[config.mk]
export PLATFORM = sky130hd
export DESIGN_NAME = pepf_framer
export DESIGN_NICKNAME = d
export VERILOG_FILES = /design/src/hw/pepf_pkg.sv /design/src/hw/pepf_seq_if.sv /design/src/hw/pepf_framer.sv /design/src/hw/pepf_seq_store.sv
export SDC_FILE = /design/constraint.sdc
export NUM_CORES = 1
export LEC_CHECK = 0
export BUFFER_PORTS_ARGS = -buffer_cell sky130_fd_sc_hd__clkbuf_2
export CORE_UTILIZATION = 57
export CTS_BUF_LIST = sky130_fd_sc_hd__clkbuf_8
export DETAILED_ROUTE_END_ITERATION = 8
export GPL_TIMING_DRIVEN = 0
export PLACE_DENSITY_LB_ADDON = 0.05
export SYNTH_ARGS = -nofsm -noshare
export SYNTH_HDL_FRONTEND = slang
export SYNTH_HIERARCHICAL = 1
export SYNTH_SLANG_ARGS = --single-unit
[constraint.sdc]
create_clock -name clock -period 2.9 [get_ports clock]
set_input_delay 0.145 -clock clock [delete_from_list [all_inputs] [get_ports clock]]
set_output_delay 0.145 -clock clock [all_outputs]
set_load 0.01 [all_outputs]
[src/hw/pepf_pkg.sv]
/*
 * constants of the progress event packet framer: header fields, event ids,
 * packet geometry and sequence counter store sizes.
 * assumes nothing of its surroundings.
 */
package pepf_pkg;
    // primary header
    localparam logic [2:0]  VERSION      = 3'h0;
    localparam logic        PKT_TYPE_TM  = 1'h0;
    localparam logic        SEC_HDR_FLAG = 1'h1;
    localparam logic [6:0]  APID         = 7'h47;
    localparam logic [3:0]  CATEGORY     = 4'h7;
    localparam logic [1:0]  SEG_FLAGS    = 2'h3;
    localparam int          SEQ_W        = 14;
    localparam logic [13:0] SEQ_RESET    = 14'h0000;
    localparam logic [13:0] SEQ_STEP     = 14'h0001;
    localparam logic [15:0] LEN_ADD      = 16'h0009;
    localparam logic [15:0] SRC_BYTES    = 16'h0002;
    localparam int          TIME_W       = 48;
    // secondary header
    localparam logic [2:0]  SVC_VERSION  = 3'h2;
    localparam logic        CKSUM_FLAG   = 1'h0;
    localparam logic [3:0]  SPARE        = 4'h0;
    localparam logic [7:0]  SVC_TYPE     = 8'h05;
    localparam logic [7:0]  SVC_SUBTYPE  = 8'h03;
    localparam logic [7:0]  PAD_BYTE     = 8'h00;
    // source data
    localparam logic [15:0] EID_FIRST_SYNC = 16'ha7fe;
    localparam logic [15:0] EID_AST_START  = 16'ha7ff;
    // geometry
    localparam int          PKT_BYTES    = 18;
    localparam int          PKT_W        = PKT_BYTES * 8;
    localparam int          IDX_W        = 5;
    localparam logic [4:0]  LAST_IDX     = 5'h11;
    localparam logic [4:0]  IDX_ZERO     = 5'h00;
    localparam logic [4:0]  IDX_STEP     = 5'h01;
    // sequence counter store
    localparam int          N_STREAMS    = 4;
    localparam int          SID_W        = 2;
    localparam logic [1:0]  SID_EVENT    = 2'h0;
endpackage

[src/hw/pepf_seq_if.sv]
/*
 * carrier between the framer and its sequence counter store.
 * assumes both ends run on the same clock.
 */
`timescale 1ns/10ps
interface pepf_seq_if #(
    parameter int SID_W = 2,
    parameter int SEQ_W = 14
);
    logic [SID_W-1:0] rd_sid;
    logic             rd_en;
    logic [SEQ_W-1:0] rd_count;
    logic             wr_en;
    logic [SID_W-1:0] wr_sid;
    logic [SEQ_W-1:0] wr_count;

    modport framer (output rd_sid, output rd_en, input rd_count,
                    output wr_en, output wr_sid, output wr_count);
    modport store  (input rd_sid, input rd_en, output rd_count,
                    input wr_en, input wr_sid, input wr_count);
endinterface

[src/hw/pepf_framer.sv]
/*
 * progress event packet framer: emits the first-sync and asteroid-start
 * event reports as an 18 byte stream with valid/ready handshake.
 * assumes the receiver holds tx_ready as it likes; time inputs come from
 * logic on the same clock, the time sync pulse arrives from a pin.
 */
`timescale 1ns/10ps
module pepf_framer #(
    parameter logic [7:0] SUBTYPE = pepf_pkg::SVC_SUBTYPE
) (
    // clock and reset
    input  wire logic        clock,
    input  wire logic        rst_b,
    // start-up and event sources
    input  wire logic        startup_ok,
    input  wire logic        time_sync_cmd,
    input  wire logic        time_sync_pulse,
    input  wire logic        asteroid_start,
    input  wire logic [47:0] time_now,
    input  wire logic [47:0] asteroid_start_time,
    // byte stream to the telemetry receiver
    output logic       [7:0] tx_data,
    output logic             tx_valid,
    output logic             tx_last,
    input  wire logic        tx_ready,
    // status
    output logic             sync_locked
);
    typedef enum logic [1:0] {ST_IDLE, ST_FETCH, ST_BUILD, ST_SEND}
        pepf_state_e;

    pepf_state_e                     state_r;
    pepf_state_e                     state_nxt;
    logic                            ts_s1_r;
    logic                            ts_s2_r;
    logic                            ts_s3_r;
    logic                            ts_flt_r;
    logic                            cmd_seen_r;
    logic                            pulse_seen_r;
    logic                            locked_r;
    logic                            pend_sync_r;
    logic                            pend_ast_r;
    logic [pepf_pkg::TIME_W-1:0]     sync_time_r;
    logic [pepf_pkg::TIME_W-1:0]     ast_time_r;
    logic                            sel_ast_r;
    logic [pepf_pkg::PKT_W-1:0]      pkt_r;
    logic [pepf_pkg::IDX_W-1:0]      idx_r;
    logic                            valid_r;

    pepf_seq_if #(.SID_W(pepf_pkg::SID_W), .SEQ_W(pepf_pkg::SEQ_W)) seq ();

    pepf_seq_store #(
        .N_STREAMS (pepf_pkg::N_STREAMS),
        .SID_W     (pepf_pkg::SID_W),
        .SEQ_W     (pepf_pkg::SEQ_W)
    ) u_store (
        .clock (clock),
        .rst_b (rst_b),
        .seq   (seq.store)
    );

    // pulse filter: a change counts once stages two and three agree
    wire ts_stable = (ts_s2_r == ts_s3_r);
    wire ts_rise   = ts_stable && ts_s3_r && !ts_flt_r;
    wire lock_now  = !locked_r && startup_ok
                     && (cmd_seen_r || time_sync_cmd)
                     && (pulse_seen_r || ts_rise);
    wire take      = (state_r == ST_IDLE) && (pend_sync_r || pend_ast_r);
    wire take_ast  = !pend_sync_r;
    wire accept    = valid_r && tx_ready;
    wire last_byte = (idx_r == pepf_pkg::LAST_IDX);
    wire done      = accept && last_byte;
    wire build     = (state_r == ST_BUILD);

    wire [15:0] len_field = pepf_pkg::SRC_BYTES + pepf_pkg::LEN_ADD;
    wire [15:0] eid = sel_ast_r ? pepf_pkg::EID_AST_START
                                : pepf_pkg::EID_FIRST_SYNC;
    wire [47:0] stamp = sel_ast_r ? ast_time_r : sync_time_r;
    wire [pepf_pkg::PKT_W-1:0] pkt_img = {
        pepf_pkg::VERSION, pepf_pkg::PKT_TYPE_TM,
        pepf_pkg::SEC_HDR_FLAG,
        pepf_pkg::APID, pepf_pkg::CATEGORY, pepf_pkg::SEG_FLAGS,
        seq.rd_count,
        len_field,
        stamp,
        pepf_pkg::SVC_VERSION, pepf_pkg::CKSUM_FLAG,
        pepf_pkg::SPARE,
        pepf_pkg::SVC_TYPE,
        SUBTYPE,
        pepf_pkg::PAD_BYTE,
        eid};

    assign seq.rd_en    = take;
    assign seq.rd_sid   = pepf_pkg::SID_EVENT;
    assign seq.wr_en    = build;
    assign seq.wr_sid   = pepf_pkg::SID_EVENT;
    assign seq.wr_count = seq.rd_count + pepf_pkg::SEQ_STEP;

    always_comb begin
        state_nxt = state_r;
        case (state_r)
            ST_IDLE: begin
                if (take) begin
                    state_nxt = ST_FETCH;
                end
            end
            ST_FETCH: begin
                state_nxt = ST_BUILD;
            end
            ST_BUILD: begin
                state_nxt = ST_SEND;
            end
            ST_SEND: begin
                if (done) begin
                    state_nxt = ST_IDLE;
                end
            end
            default: begin
                state_nxt = ST_IDLE;
            end
        endcase
    end

    always_ff @(posedge clock or negedge rst_b) begin
        if (!rst_b) begin
            ts_s1_r  <= 1'b0;
            ts_s2_r  <= 1'b0;
            ts_s3_r  <= 1'b0;
            ts_flt_r <= 1'b0;
        end else begin
            ts_s1_r <= time_sync_pulse;
            ts_s2_r <= ts_s1_r;
            ts_s3_r <= ts_s2_r;
            if (ts_stable) begin
                ts_flt_r <= ts_s3_r;
            end
        end
    end

    // sync evidence gathers until the one and only lock
    always_ff @(posedge clock or negedge rst_b) begin
        if (!rst_b) begin
            cmd_seen_r   <= 1'b0;
            pulse_seen_r <= 1'b0;
            locked_r     <= 1'b0;
            sync_time_r  <= '0;
        end else begin
            cmd_seen_r   <= cmd_seen_r || time_sync_cmd;
            pulse_seen_r <= pulse_seen_r || ts_rise;
            if (lock_now) begin
                locked_r    <= 1'b1;
                sync_time_r <= time_now;
            end
        end
    end

    // a new event in the cycle its flag is taken stays pending
    always_ff @(posedge clock or negedge rst_b) begin
        if (!rst_b) begin
            pend_sync_r <= 1'b0;
            pend_ast_r  <= 1'b0;
            ast_time_r  <= '0;
            sel_ast_r   <= 1'b0;
        end else begin
            if (lock_now) begin
                pend_sync_r <= 1'b1;
            end else if (take && !take_ast) begin
                pend_sync_r <= 1'b0;
            end
            if (asteroid_start) begin
                pend_ast_r <= 1'b1;
                ast_time_r <= asteroid_start_time;
            end else if (take && take_ast) begin
                pend_ast_r <= 1'b0;
            end
            if (take) begin
                sel_ast_r <= take_ast;
            end
        end
    end

    // stream runs msb first; a stalled byte is held until accepted
    always_ff @(posedge clock or negedge rst_b) begin
        if (!rst_b) begin
            state_r <= ST_IDLE;
            pkt_r   <= '0;
            idx_r   <= pepf_pkg::IDX_ZERO;
            valid_r <= 1'b0;
            tx_last <= 1'b0;
        end else begin
            state_r <= state_nxt;
            if (build) begin
                pkt_r   <= pkt_img;
                idx_r   <= pepf_pkg::IDX_ZERO;
                valid_r <= 1'b1;
                tx_last <= 1'b0;
            end else if (accept) begin
                pkt_r   <= {pkt_r[pepf_pkg::PKT_W-9:0], 8'h00};
                idx_r   <= idx_r + pepf_pkg::IDX_STEP;
                valid_r <= !last_byte;
                tx_last <= (idx_r + pepf_pkg::IDX_STEP) == pepf_pkg::LAST_IDX;
            end
        end
    end

    assign tx_data     = pkt_r[pepf_pkg::PKT_W-1 -: 8];
    assign tx_valid    = valid_r;
    assign sync_locked = locked_r;
endmodule

[src/hw/pepf_seq_store.sv]
/*
 * one sequence counter per apid/category stream, read data registered.
 * assumes the caller writes back the incremented count itself.
 */
`timescale 1ns/10ps
module pepf_seq_store #(
    parameter int N_STREAMS = pepf_pkg::N_STREAMS,
    parameter int SID_W     = pepf_pkg::SID_W,
    parameter int SEQ_W     = pepf_pkg::SEQ_W
) (
    // clock and reset
    input  wire logic   clock,
    input  wire logic   rst_b,
    // framer side
    pepf_seq_if.store   seq
);
    logic [SEQ_W-1:0] count_r [N_STREAMS];

    generate
        if (N_STREAMS < 1 || N_STREAMS > (1 << SID_W)) begin : g_chk
            $error("pepf_seq_store: N_STREAMS does not fit SID_W");
        end
    endgenerate

    // every stream starts from zero after reset
    always_ff @(posedge clock or negedge rst_b) begin
        if (!rst_b) begin
            for (int i = 0; i < N_STREAMS; i++) begin
                count_r[i] <= '0;
            end
        end else if (seq.wr_en) begin
            count_r[seq.wr_sid] <= seq.wr_count;
        end
    end

    always_ff @(posedge clock or negedge rst_b) begin
        if (!rst_b) begin
            seq.rd_count <= '0;
        end else if (seq.rd_en) begin
            seq.rd_count <= count_r[seq.rd_sid];
        end
    end
endmodule

* After elaboration in Yosys (flattened, before gate mapping)
Cells that the tools add are included.
Operators by class: $add $sub $neg 2, eq/ne operators 8, mux-type cells 17, reduce and logical (&&, ||, !) cells 22
Operator list (count):
- $mux 144 | 2
- $mux 48 | 1
- $add 14x1->14 const B | 1
- $eq 5x5->1 const B | 2
- $logic_and 1x1->1 | 10
- $mux 5 | 2
- $mux 1 | 9
- $pmux 2 s4 | 1
- $reduce_bool 2->1 | 3
- $add 5x1->5 const B | 1
- $eq 2x2->1 const B | 2
- $logic_not 1->1 | 4
- $mux 2 | 2
- $ne 2x2->1 const B | 2
- $logic_or 1x1->1 | 3
- $eq 2x1->1 const B | 1
- $logic_not 2->1 | 1
- $reduce_and 2->1 | 1
- $eq 1x1->1 | 1
Word-level totals: flip-flop bits (word level) 287, bits of input ports 103, output and inout port bits 11, logic and storage cells 68

* Logic depth before layout (Yosys ltp)
Gate-level depths: netlist (run 1).
word-level depth 6, mapped depth 6, mapped depth without buffers 5

* Modules after synthesis
Netlist (run 1), hierarchy kept.
By module, submodules not included:
- pepf_framer | instances 1, cells each 892, area an instance 10323.7 sq um, seq. area each 5855.6 sq um
- pepf_seq_store | instances 1, cells each 198, area an instance 2985.4 sq um, seq. area each 1751.7 sq um

* Worst setup path after synthesis (run 1)
OpenSTA, ideal clock, no wires.
path type register to register, start register state_r[0], end register u_store/count_r[45] in the netlist's numbering, library setup time 0.125 ns, data arrival time 1.486 ns, required time 2.775 ns, path slack 1.289 ns, stages on the path, launching flop included 6, buffers on the path 1, clock period less this slack 1.611 ns, cells stage by stage dfrtp_1 > inv_1 > ha_1 > nor3b_4 > buf_4 > mux2_2
On the way: cells in the longest elaborated chain, start to end 1
RTL lines:
- start, declared | line pepf_framer.sv:32 | pepf_state_e state_r;
- start signal, assigned | line pepf_framer.sv:191 | state_r <= state_nxt;
- $eq 2x2->1 | line pepf_framer.sv:73 | wire build = (state_r == ST_BUILD);
- net build | line pepf_framer.sv:73
- end signal, assigned by index | line pepf_seq_store.sv:32 | count_r[seq.wr_sid] <= seq.wr_count;
- end, declared | line pepf_seq_store.sv:17 | logic [SEQ_W-1:0] count_r [N_STREAMS];
The timed path passes the listed nets, and every way through them passes these cells. A chain may end at the register's enable or synchronous reset.

* Final worst setup path (run 1)
start register state_r[0], end register u_store.seq.rd_count[2]
On the way: cells in the longest elaborated chain, start to end 2
RTL lines:
- $logic_not 2->1 | line pepf_framer.sv:68 | wire take = (state_r == ST_IDLE) && (pend_sync_r || pend_ast_r);
- $logic_and 1x1->1 | line pepf_framer.sv:68
- net seq.rd_en | line pepf_seq_if.sv:11 | logic rd_en;
- end signal, assigned | line pepf_seq_store.sv:40 | seq.rd_count <= count_r[seq.rd_sid];
- end, declared | line pepf_seq_if.sv:19 | modport store (input rd_sid, input rd_en, output rd_count,
The timed path passes the listed nets, and every way through them passes these cells.

==> results of run 1 <==
-- critical path, delay by kind of cell, from the launching register on --
family,cells,cell delay [ns]
adders and majority gates,1,0.26
DFF,1,0.39
buffers and inverters,2,0.44
and+or+nand+nor,2,0.86
AOI/OAI and AO/OA,1,0.24
-- area by class of cell --
class,count,area (um2)
Fill cell,1661,6400
Inverter,7,26.3
Clock buffer,65,895
Tap cell,313,392
Multi-Input combinational cell,705,5260
Sequential cell,304,7610
Buffer,84,453
Clock inverter,25,131
Timing Repair Buffer,213,1620
-- worst max path at each step --
stage	end	slack (ns)
after floorplan	u_store/count_r[45]$_DFFE_PN0P_	1.29
after detailed placement	u_store/seq.rd_count[3]$_DFFE_PN0P_	0.66
final	u_store/seq.rd_count[2]$_DFFE_PN0P_	0.61
after global routing	u_store/seq.rd_count[3]$_DFFE_PN0P_	0.39
after global placement	ts_s2_r$_DFF_PN0_	-4.85
after CTS	u_store/seq.rd_count[2]$_DFFE_PN0P_	0.64
-- metal layers --
layer,wire (um),vias to the layer above
met1,14500,4729
met4,410,0
met2,14700,230
met5,0,-
met3,1360,41
li1,-,4407
-- kinds of logic after synthesis --
logic type	share of synthesized area (%)
compound gates	8.06
xor+xnor	1.12
fa+ha+maj	0.752
buf+inv	3.60
flops	57.2
mux	19.8
other cells	0.0282
simple gates	9.49
-- power by group through the flow --
stage	Clock, mW	Sequential [mW]	Combinational [mW]
floorplan	0	6.14	2.87
global placement	0	6.39	3.68
detailed placement	0	6.42	3.80
CTS	3.83	6.36	3.93
global route	4.02	6.52	4.40
finish	3.75	6.38	3.96
-- repair_timing --
| item | CTS | global route |
|---|---|---|
| endpoints found under the hold margin | 207 | 0 |
| gates resized for setup | 0 | 0 |
| hold buffers | 99 | 0 |
-- state kept, by name, indices dropped and copies added, names as in the netlist, 2 cells and up --
| register | cells |
|---|---|
| u_store/count_r | 56 |
| idx_r | 5 |
| sync_time_r | 48 |
| u_store/seq.rd_count | 14 |
| ast_time_r | 48 |
| pkt_r | 119 |
| state_r | 2 |
-- stage by stage --
step	power [mW]	hold slack (ns)	worst slack (ns)	setup TNS (ns)	cells
global placement	10.1	0.257	-4.85	-1463.36	1525
global route	14.9	0.0186	0.386	0	1716
finish	14.1	0.0322	0.614	0	1716
detailed placement	10.2	0.255	0.663	0	1527
CTS	14.1	0.00390	0.637	0	1716
floorplan	9.00	-0.151	1.29	0	1100
-- placed cells by master (no fill, tap or decap), types with 2 or more instances in the layout --
cell type        n
clkbuf_8        66
nand4_1          3
nor2_1           8
o21ai_0         18
a211oi_1        49
buf_4           16
dfrtp_1        304
a21oi_1         89
buf_6            6
clkbuf_2       112
clkbuf_1        35
dlygate4sd3_1   99
mux2_2         149
clkinv_2         6
a21o_1           3
mux2_1           5
and3_1          48
o221ai_1        14
buf_2           25
conb_1          11
nand3_1          7
nand2b_1        16
xor2_1           7
nand3b_1        21
buf_16           2
nand2_1        134
xnor2_1         10
ha_1             8
inv_1           24
mux2i_1         90
==> results.sh, run 1 <==
export IMPL_reg2reg_depth=6
export IMPL_drtIter0Drc=575
export IMPL_synth_edf_count=0
export IMPL_stdcell_area_um2=16400
export IMPL_crit_chain="inv_1, ha_1, nor2b_1, nand2b_1, clkbuf_1, o221ai_1"
export IMPL_core_area_um2=22800
export IMPL_worstPathArrival_ns=2.77
export IMPL_pwr_share_comb_pct=28.1
export IMPL_clk_pin_slew_ns=0.06
export IMPL_netSwitchingPower_mw=4.55
export IMPL_run_status="finished, final reports clean"
export IMPL_fin_crit_sh_pct=78.8
export IMPL_p_per_area_nw_per_um2=860
export IMPL_p_seq_share_pct=45.3
export IMPL_grt_pass1_wl_um=50400
export IMPL_dp_hpwl_um=19900
export IMPL_path_max_fanout=10
export IMPL_first_global_vias=9617
export IMPL_synth_cells=1090
export IMPL_h_tree_depth=2
export IMPL_port_buffers=112
export IMPL_area_growth_pct=23.1
export IMPL_hold_depth=2
export IMPL_reg2reg_to="u_store/seq.rd_count[2]$_DFFE_PN0P_"
export IMPL_firstDrtPassIters=4
export IMPL_clkPwrFrac_pct=26.6
export IMPL_clock_sinks=304
export IMPL_drive_above_1_share_pct=27.9
export IMPL_reg2reg_from="state_r[0]$_DFFE_PN0P_"
export IMPL_tightest_slew_ns=0.870
export IMPL_yosysTopAreaCellShare_pct=57.2
export IMPL_fin_skew_ns=0.0196
export IMPL_clkLatencyLatePin_ns=0.58
export IMPL_criticalPathCategory="reg2reg"
export IMPL_num_rows=55
export IMPL_die_w_um=155
export IMPL_yosysSeqAreaShare_pct=57.2
export IMPL_synth_most_common_cell="dfrtp_1"
export IMPL_dpl_cell_area_um2=14400
export IMPL_cp_slowest_cell="nor2b_1"
export IMPL_p_leak_nw=7.95
export IMPL_start_util_pct=58.4
export IMPL_ios=114
export IMPL_drt_total_wl_um=30900
export IMPL_maxSlewViolCount=0
export IMPL_grt_antenna_before_repair=0
export IMPL_worst_r2r_setup_slack_ns=0.61
export IMPL_whs_endpoint="ast_time_r[41]$_DFFE_PN0P_"
export IMPL_postCtsSetupRepairBufs=0
export IMPL_final_core_util_pct=71.9
export IMPL_track_usage_pct=27.0
export IMPL_drv_cap=0
export IMPL_post_route_min_period_ns=2.29
export IMPL_yosys_top_cells_area="dfrtp_1, mux2_2, mux2i_1, nand2_1, a21oi_1"
export IMPL_cts_buffers=50
export IMPL_ys_types=42
export IMPL_min_from="asteroid_start"
export IMPL_cts_tree="built"
export IMPL_viasPerCell=5.48
export IMPL_grt_max_degree=111
export IMPL_overflow=0
export IMPL_grt_busiest_layer="met2"
export IMPL_syn_area_per_cell_um2=12.2
export IMPL_wl_per_cell_um=18.0
export IMPL_finalHoldViolations=0
export IMPL_synthFlopType="dfrtp_1"
export IMPL_use_met2_pct=43.7
export IMPL_n_antenna_cell=0
export IMPL_async_flop_share_pct=100
export IMPL_cp_startpoint="state_r[0]$_DFFE_PN0P_"
export IMPL_clock_tree_root_cell="clkbuf_8"
export IMPL_clk_path_buf_depth=3
export IMPL_fmax_mhz=437
export IMPL_die_area_um2=24000
export IMPL_die_h_um=155
export IMPL_grtUsageMet3_pct=4.43
export IMPL_ys_seq_elements=304
export IMPL_worstPathRequired_ns=3.38
export IMPL_max_stage_delay_ns=0.58
export IMPL_vias=9407
export IMPL_yosysWarnings=6
export IMPL_yosys_area_top_type="dfrtp_1"
export IMPL_rsz0062_at_grt="false"
export IMPL_drcViolationCount=0
export IMPL_num_nets_final=1476
export IMPL_synth_area_um2=13300
export IMPL_ir_drop_v=0.000505
export IMPL_relSlewSlack_pct=42.0
export IMPL_ant_nets=0
export IMPL_min_path_type="in2reg"
export IMPL_grt_util_met1_pct=38.7
export IMPL_end_kind="flip-flop"
export IMPL_startpoint_type="flip-flop"
export IMPL_internal_power_mw=9.54
export IMPL_gp_congestion=0.803
export IMPL_swShare_pct=32.3
export IMPL_ys_top_cells_by_count="dfrtp_1, mux2_2, nand2_1"
export IMPL_setup_violations=0
(Power assumes the default switching activity.)
==> run 2, diff against run 1 <==
- clock period: 2.9 -> 2.2 ns (I/O delays scaled with it)
==> run 2 against run 1 <==
Effect of this change:
- utilization is 1.4 points higher
- sequential share of layout area is 0.86 points lower
- first-iteration DRC count increased by 6.6%
- combinational power up 35%
- clock-buffer cell count did not move
- hold slack improved by 0.0038 ns
- worst setup slack worse by 0.47 ns
- cell area rose by 1.9%
- largest power group unchanged
- sequential cell count stayed put
==> results.sh, run 2 (same netlist as run 1, synthesis figures left out) <==
export IMPL_ios=114
export IMPL_tightest_slew_ns=0.868
export IMPL_p_per_area_nw_per_um2=1120
export IMPL_final_cell_mix="dfrtp_1, mux2_2, nand2_1"
export IMPL_fin_hold_ws_ns=0.0360
export IMPL_p_leak_nw=8.10
export IMPL_clk_pin_slew_ns=0.06
export IMPL_vias=9559
export IMPL_path_max_fanout=10
export IMPL_relSlewSlack_pct=42.2
export IMPL_register_area_um2=7610
export IMPL_cts_buffers=50
export IMPL_fin_skew_ns=0.0166
export IMPL_rsz0062_at_grt="false"
export IMPL_dp_cells=1527
export IMPL_dp_hpwl_um=19900
export IMPL_grt_pass1_wl_um=51300
export IMPL_min_path_type="in2reg"
export IMPL_clock_sinks=304
export IMPL_n_antenna_cell=0
export IMPL_stdcell_count=1745
export IMPL_fmax_mhz=486
export IMPL_clk_path_buf_depth=3
export IMPL_port_buffers=112
export IMPL_fillers=1608
export IMPL_start_util_pct=58.4
export IMPL_drive_above_1_share_pct=27.9
export IMPL_viasPerCell=5.48
export IMPL_final_core_util_pct=73.3
export IMPL_first_global_vias=9858
export IMPL_clkLatencyLatePin_ns=0.58
export IMPL_hold_depth=2
export IMPL_wl_per_cell_um=18.1
export IMPL_worstPathArrival_ns=2.55
export IMPL_num_rows=55
export IMPL_fin_setup_tns_ns=0
export IMPL_maxSlewViolCount=0
export IMPL_drcViolationCount=0
export IMPL_postCtsSetupRepairBufs=0
export IMPL_area_growth_pct=25.4
export IMPL_setup_violations=0
export IMPL_reg2reg_depth=6
export IMPL_die_w_um=155
export IMPL_core_area_um2=22800
export IMPL_drt_total_wl_um=31600
export IMPL_finalHoldViolations=0
export IMPL_largest_reg_flops=119
export IMPL_fin_crit_sh_pct=93.6
export IMPL_run_status="finished, final reports clean"
export IMPL_firstDrtPassIters=5
export IMPL_overflow=0
export IMPL_startpoint_type="flip-flop"
export IMPL_worstPathRequired_ns=2.69
export IMPL_cts_tree="built"
export IMPL_dpl_cell_area_um2=14400
export IMPL_ant_nets=0
export IMPL_largestRegisters="pkt_r x119, u_store/count_r x56"
export IMPL_post_route_min_period_ns=2.06
export IMPL_drtIter0Drc=613
export IMPL_grt_max_degree=111
export IMPL_h_tree_depth=2
export IMPL_die_area_um2=24000
export IMPL_die_h_um=155
export IMPL_num_nets_final=1505
export IMPL_grt_antenna_before_repair=0
export IMPL_stdcell_area_um2=16700
export IMPL_multi_input_area_um2=5270
export IMPL_clock_tree_root_cell="clkbuf_8"
export IMPL_criticalPathCategory="reg2reg"
export IMPL_final_common_cell="dfrtp_1"
export IMPL_drv_cap=0
export IMPL_track_usage_pct=27.5
export IMPL_gp_congestion=0.803
export IMPL_end_kind="flip-flop"
export IMPL_ir_drop_v=0.000639
export IMPL_top_register="pkt_r"
-- run 2: changes by cell type in the layout (fill, tap and decap cells not counted), sizes merged --
cell         previous run  this run
dlygate4sd3            99       128
-- run 2: critical path: stages, from the launching register on --
cell and delay [ns]:
dfrtp_1 0.39, inv_1 0.10, ha_1 0.33, buf_2 0.32, buf_2 0.35, clkbuf_1 0.32, nand3b_1 0.16
-- run 2: worst paths after layout --
kind | start | to | slack, ns
min in group asynchronous | rst_b | pkt_r[137]$_DFFE_PN0P_ | 0.25
worst min register to register | ts_s1_r$_DFF_PN0_ | ts_s2_r$_DFF_PN0_ | 0.36
worst max-delay path | state_r[0]$_DFFE_PN0P_ | pkt_r[130]$_DFFE_PN0P_ | 0.14
max in group asynchronous | rst_b | sync_time_r[21]$_DFFE_PN0P_ | 0.56
worst max register to register | state_r[0]$_DFFE_PN0P_ | pkt_r[130]$_DFFE_PN0P_ | 0.14
worst min-delay path | asteroid_start | ast_time_r[45]$_DFFE_PN0P_ | 0.04
-- run 2: final cells by class --
type / instances / area share, %
buffer: 84 / 2.77
clock inverter: 25 / 0.787
sequential: 304 / 45.6
multi-input combinational: 705 / 31.6
inverter: 7 / 0.157
tap: 313 / 2.35
timing repair buffer: 242 / 11.4
clock buffer: 65 / 5.36
-- run 2: report_power, final --
group	switching (mW)	total (mW)	internal [mW]
sequential	1.06	8.44	7.37
combinational	2.80	5.35	2.55
clock	2.21	4.96	2.75
total	6.07	18.7	12.7
-- run 2: per-stage QoR --
| stage | power (mW) | setup slack, ns |
|---|---|---|
| 6_report | 18.7 | 0.142 |
| 3_3_place_gp | 13.3 | -5.51 |
| 5_1_grt | 19.8 | 0.0218 |
| 2_1_floorplan | 11.9 | 0.589 |
| 3_5_place_dp | 13.5 | -0.0373 |
| 4_1_cts | 18.7 | 0.00115 |
-- run 2: metal layers --
metal  GRT usage, %  routed length [um]
met2           44.9               15100
met3           4.37                1430
met1           38.8               14600
met5              0                   0
met4           6.51                 472
-- run 2: what timing repair did --
| action | in CTS | in global routing |
|---|---|---|
| endpoints found under the setup margin | 12 | 77 |
| resized for setup | 2 | 15 |
| endpoints found under the hold margin | 207 | 0 |
| hold buffers | 128 | 0 |
==> run 3, diff against run 2 <==
- REMOVE_ABC_BUFFERS: default -> 1
==> run 3 against run 2 <==
Effect of this change:
- sequential power fell by 0.9%
- first-iteration DRC count down 27%
- via count decreased by 6.0%
- global-route usage fell by 2.6 points
- total power fell by 1.6%
- register-to-register slack better by 0.03 ns
- non-clock buffer count decreased by 100
- largest cell class unchanged
==> results.sh, run 3 (same netlist as run 1, synthesis figures left out) <==
export IMPL_die_area_um2=24000
export IMPL_rsz0062_at_grt="false"
export IMPL_drv_cap=0
export IMPL_clk_path_buf_depth=3
export IMPL_largest_reg_flops=119
export IMPL_worstPathArrival_ns=2.47
export IMPL_relSlewSlack_pct=36.3
export IMPL_vias=8986
export IMPL_setup_violations=0
export IMPL_drt_total_wl_um=28800
export IMPL_path_max_fanout=17
export IMPL_reg2reg_depth=5
export IMPL_grt_antenna_before_repair=0
export IMPL_n_antenna_cell=0
export IMPL_cts_buffers=50
export IMPL_criticalPathCategory="reg2reg"
export IMPL_gp_congestion=0.730
export IMPL_ir_drop_v=0.000712
export IMPL_wl_met1_um=13200
export IMPL_highest_layer="met4"
export IMPL_top_register="pkt_r"
export IMPL_largestRegisters="pkt_r x119, u_store/count_r x56"
export IMPL_clkLatencyLatePin_ns=0.55
export IMPL_start_util_pct=58.4
export IMPL_firstDrtPassIters=4
export IMPL_final_common_cell="dfrtp_1"
export IMPL_ant_nets=0
export IMPL_port_buffers=113
export IMPL_p_leak_nw=7.87
export IMPL_stdcell_count=1648
export IMPL_fin_setup_tns_ns=0
export IMPL_dp_cells=1450
export IMPL_cp_slowest_cell="nor2b_4"
export IMPL_worstPathRequired_ns=2.64
export IMPL_overflow=0
export IMPL_wl_per_cell_um=17.5
export IMPL_die_w_um=155
export IMPL_hold_depth=2
export IMPL_drtIter0Drc=448
export IMPL_total_power_mw=18.4
export IMPL_viasPerCell=5.45
export IMPL_fillers=1638
export IMPL_num_rows=55
export IMPL_dr_wl_met2_um=13900
export IMPL_p_per_area_nw_per_um2=1130
export IMPL_cts_tree="built"
export IMPL_die_h_um=155
export IMPL_h_tree_depth=2
export IMPL_drive_above_1_share_pct=27.3
export IMPL_min_path_type="in2reg"
export IMPL_finalHoldViolations=0
export IMPL_clock_tree_root_cell="clkbuf_8"
export IMPL_clock_sinks=304
export IMPL_first_global_vias=9331
export IMPL_fmax_mhz=494
export IMPL_post_route_min_period_ns=2.02
export IMPL_dr_wl_met3_um=1140
export IMPL_ios=114
export IMPL_maxSlewViolCount=0
export IMPL_fin_skew_ns=0.0151
export IMPL_grt_pass1_wl_um=47300
export IMPL_dp_hpwl_um=14800
export IMPL_max_stage_delay_ns=0.46
export IMPL_fin_crit_sh_pct=92.0
export IMPL_track_usage_pct=24.9
export IMPL_final_cell_mix="dfrtp_1, mux2_2, nand2_1"
export IMPL_startpoint_type="flip-flop"
export IMPL_crit_chain="inv_1, ha_1, nor2b_4, nand2b_2, o221ai_1"
export IMPL_drcViolationCount=0
export IMPL_final_core_util_pct=71.5
export IMPL_worst_r2r_setup_slack_ns=0.18
export IMPL_clk_pin_slew_ns=0.06
export IMPL_run_status="finished, final reports clean"
export IMPL_area_growth_pct=22.4
export IMPL_grt_max_degree=92
export IMPL_tightest_slew_ns=0.955
export IMPL_end_kind="flip-flop"
export IMPL_num_nets_final=1407
export IMPL_core_area_um2=22800
[run 3: layout make-up]
cell class,instances,area [um2],share of cell area [%]
clock inverters,26,181,1.11
clock buffers,65,895,5.49
inverters,7,26.3,0.161
flip-flops and latches,304,7610,46.7
well taps,313,392,2.40
repair buffers,226,1860,11.4
multi-input cells,707,5320,32.7
[run 3: layer usage]
metal,global-route usage [%],up-vias
met5,0,-
met4,8.02,0
met3,4.20,44
met2,41.5,161
met1,33.5,4504
li1,-,4277
[run 3: path summary, 6_finish.rpt]
path / startpoint / to
max: state_r[0]$_DFFE_PN0P_ / u_store/seq.rd_count[7]$_DFFE_PN0P_
min: asteroid_start / pend_ast_r$_DFFE_PN0P_
min reg2reg: ts_s1_r$_DFF_PN0_ / ts_s2_r$_DFF_PN0_
min in group asynchronous: rst_b / ts_flt_r$_DFFE_PN0N_
max reg2reg: state_r[0]$_DFFE_PN0P_ / u_store/seq.rd_count[7]$_DFFE_PN0P_
max in group asynchronous: rst_b / pkt_r[64]$_DFFE_PN0P_
[run 3: repair_timing]
item	in CTS	in global routing
gates resized for setup	6	0
hold endpoints to repair	167	0
hold buffers	99	0
endpoints found under the setup margin	146	0
setup buffers	5	0
[run 3: where the power goes]
group | leakage, nW | internal, mW | switching (mW) | total, mW
clock network | 0.627 | 2.99 | 2.17 | 5.16
registers | 3.79 | 7.38 | 0.988 | 8.36
logic | 3.46 | 2.41 | 2.51 | 4.93
total | 7.87 | 12.8 | 5.68 | 18.4
[run 3: worst max-delay path: cells and delay by family, from the launching register on]
kind | cells | cell delay, ns
buffers and inverters | 1 | 0.14
AND/OR/NAND/NOR | 2 | 0.80
flip-flops | 1 | 0.39
AO/OA/AOI/OAI | 1 | 0.29
adder cells (fa/ha/maj) | 1 | 0.29
[run 3: per-stage QoR]
step / setup WS [ns] / hold slack [ns] / cell area, um2
finish: 0.175 / 0.0817 / 16300
global route: 0.0681 / 0.0973 / 16300
CTS: 0.205 / 0.137 / 16300
detailed placement: -0.740 / 0.156 / 14100
global placement: -5.57 / 0.220 / 13900
floorplan: -2.70 / -0.186 / 12900
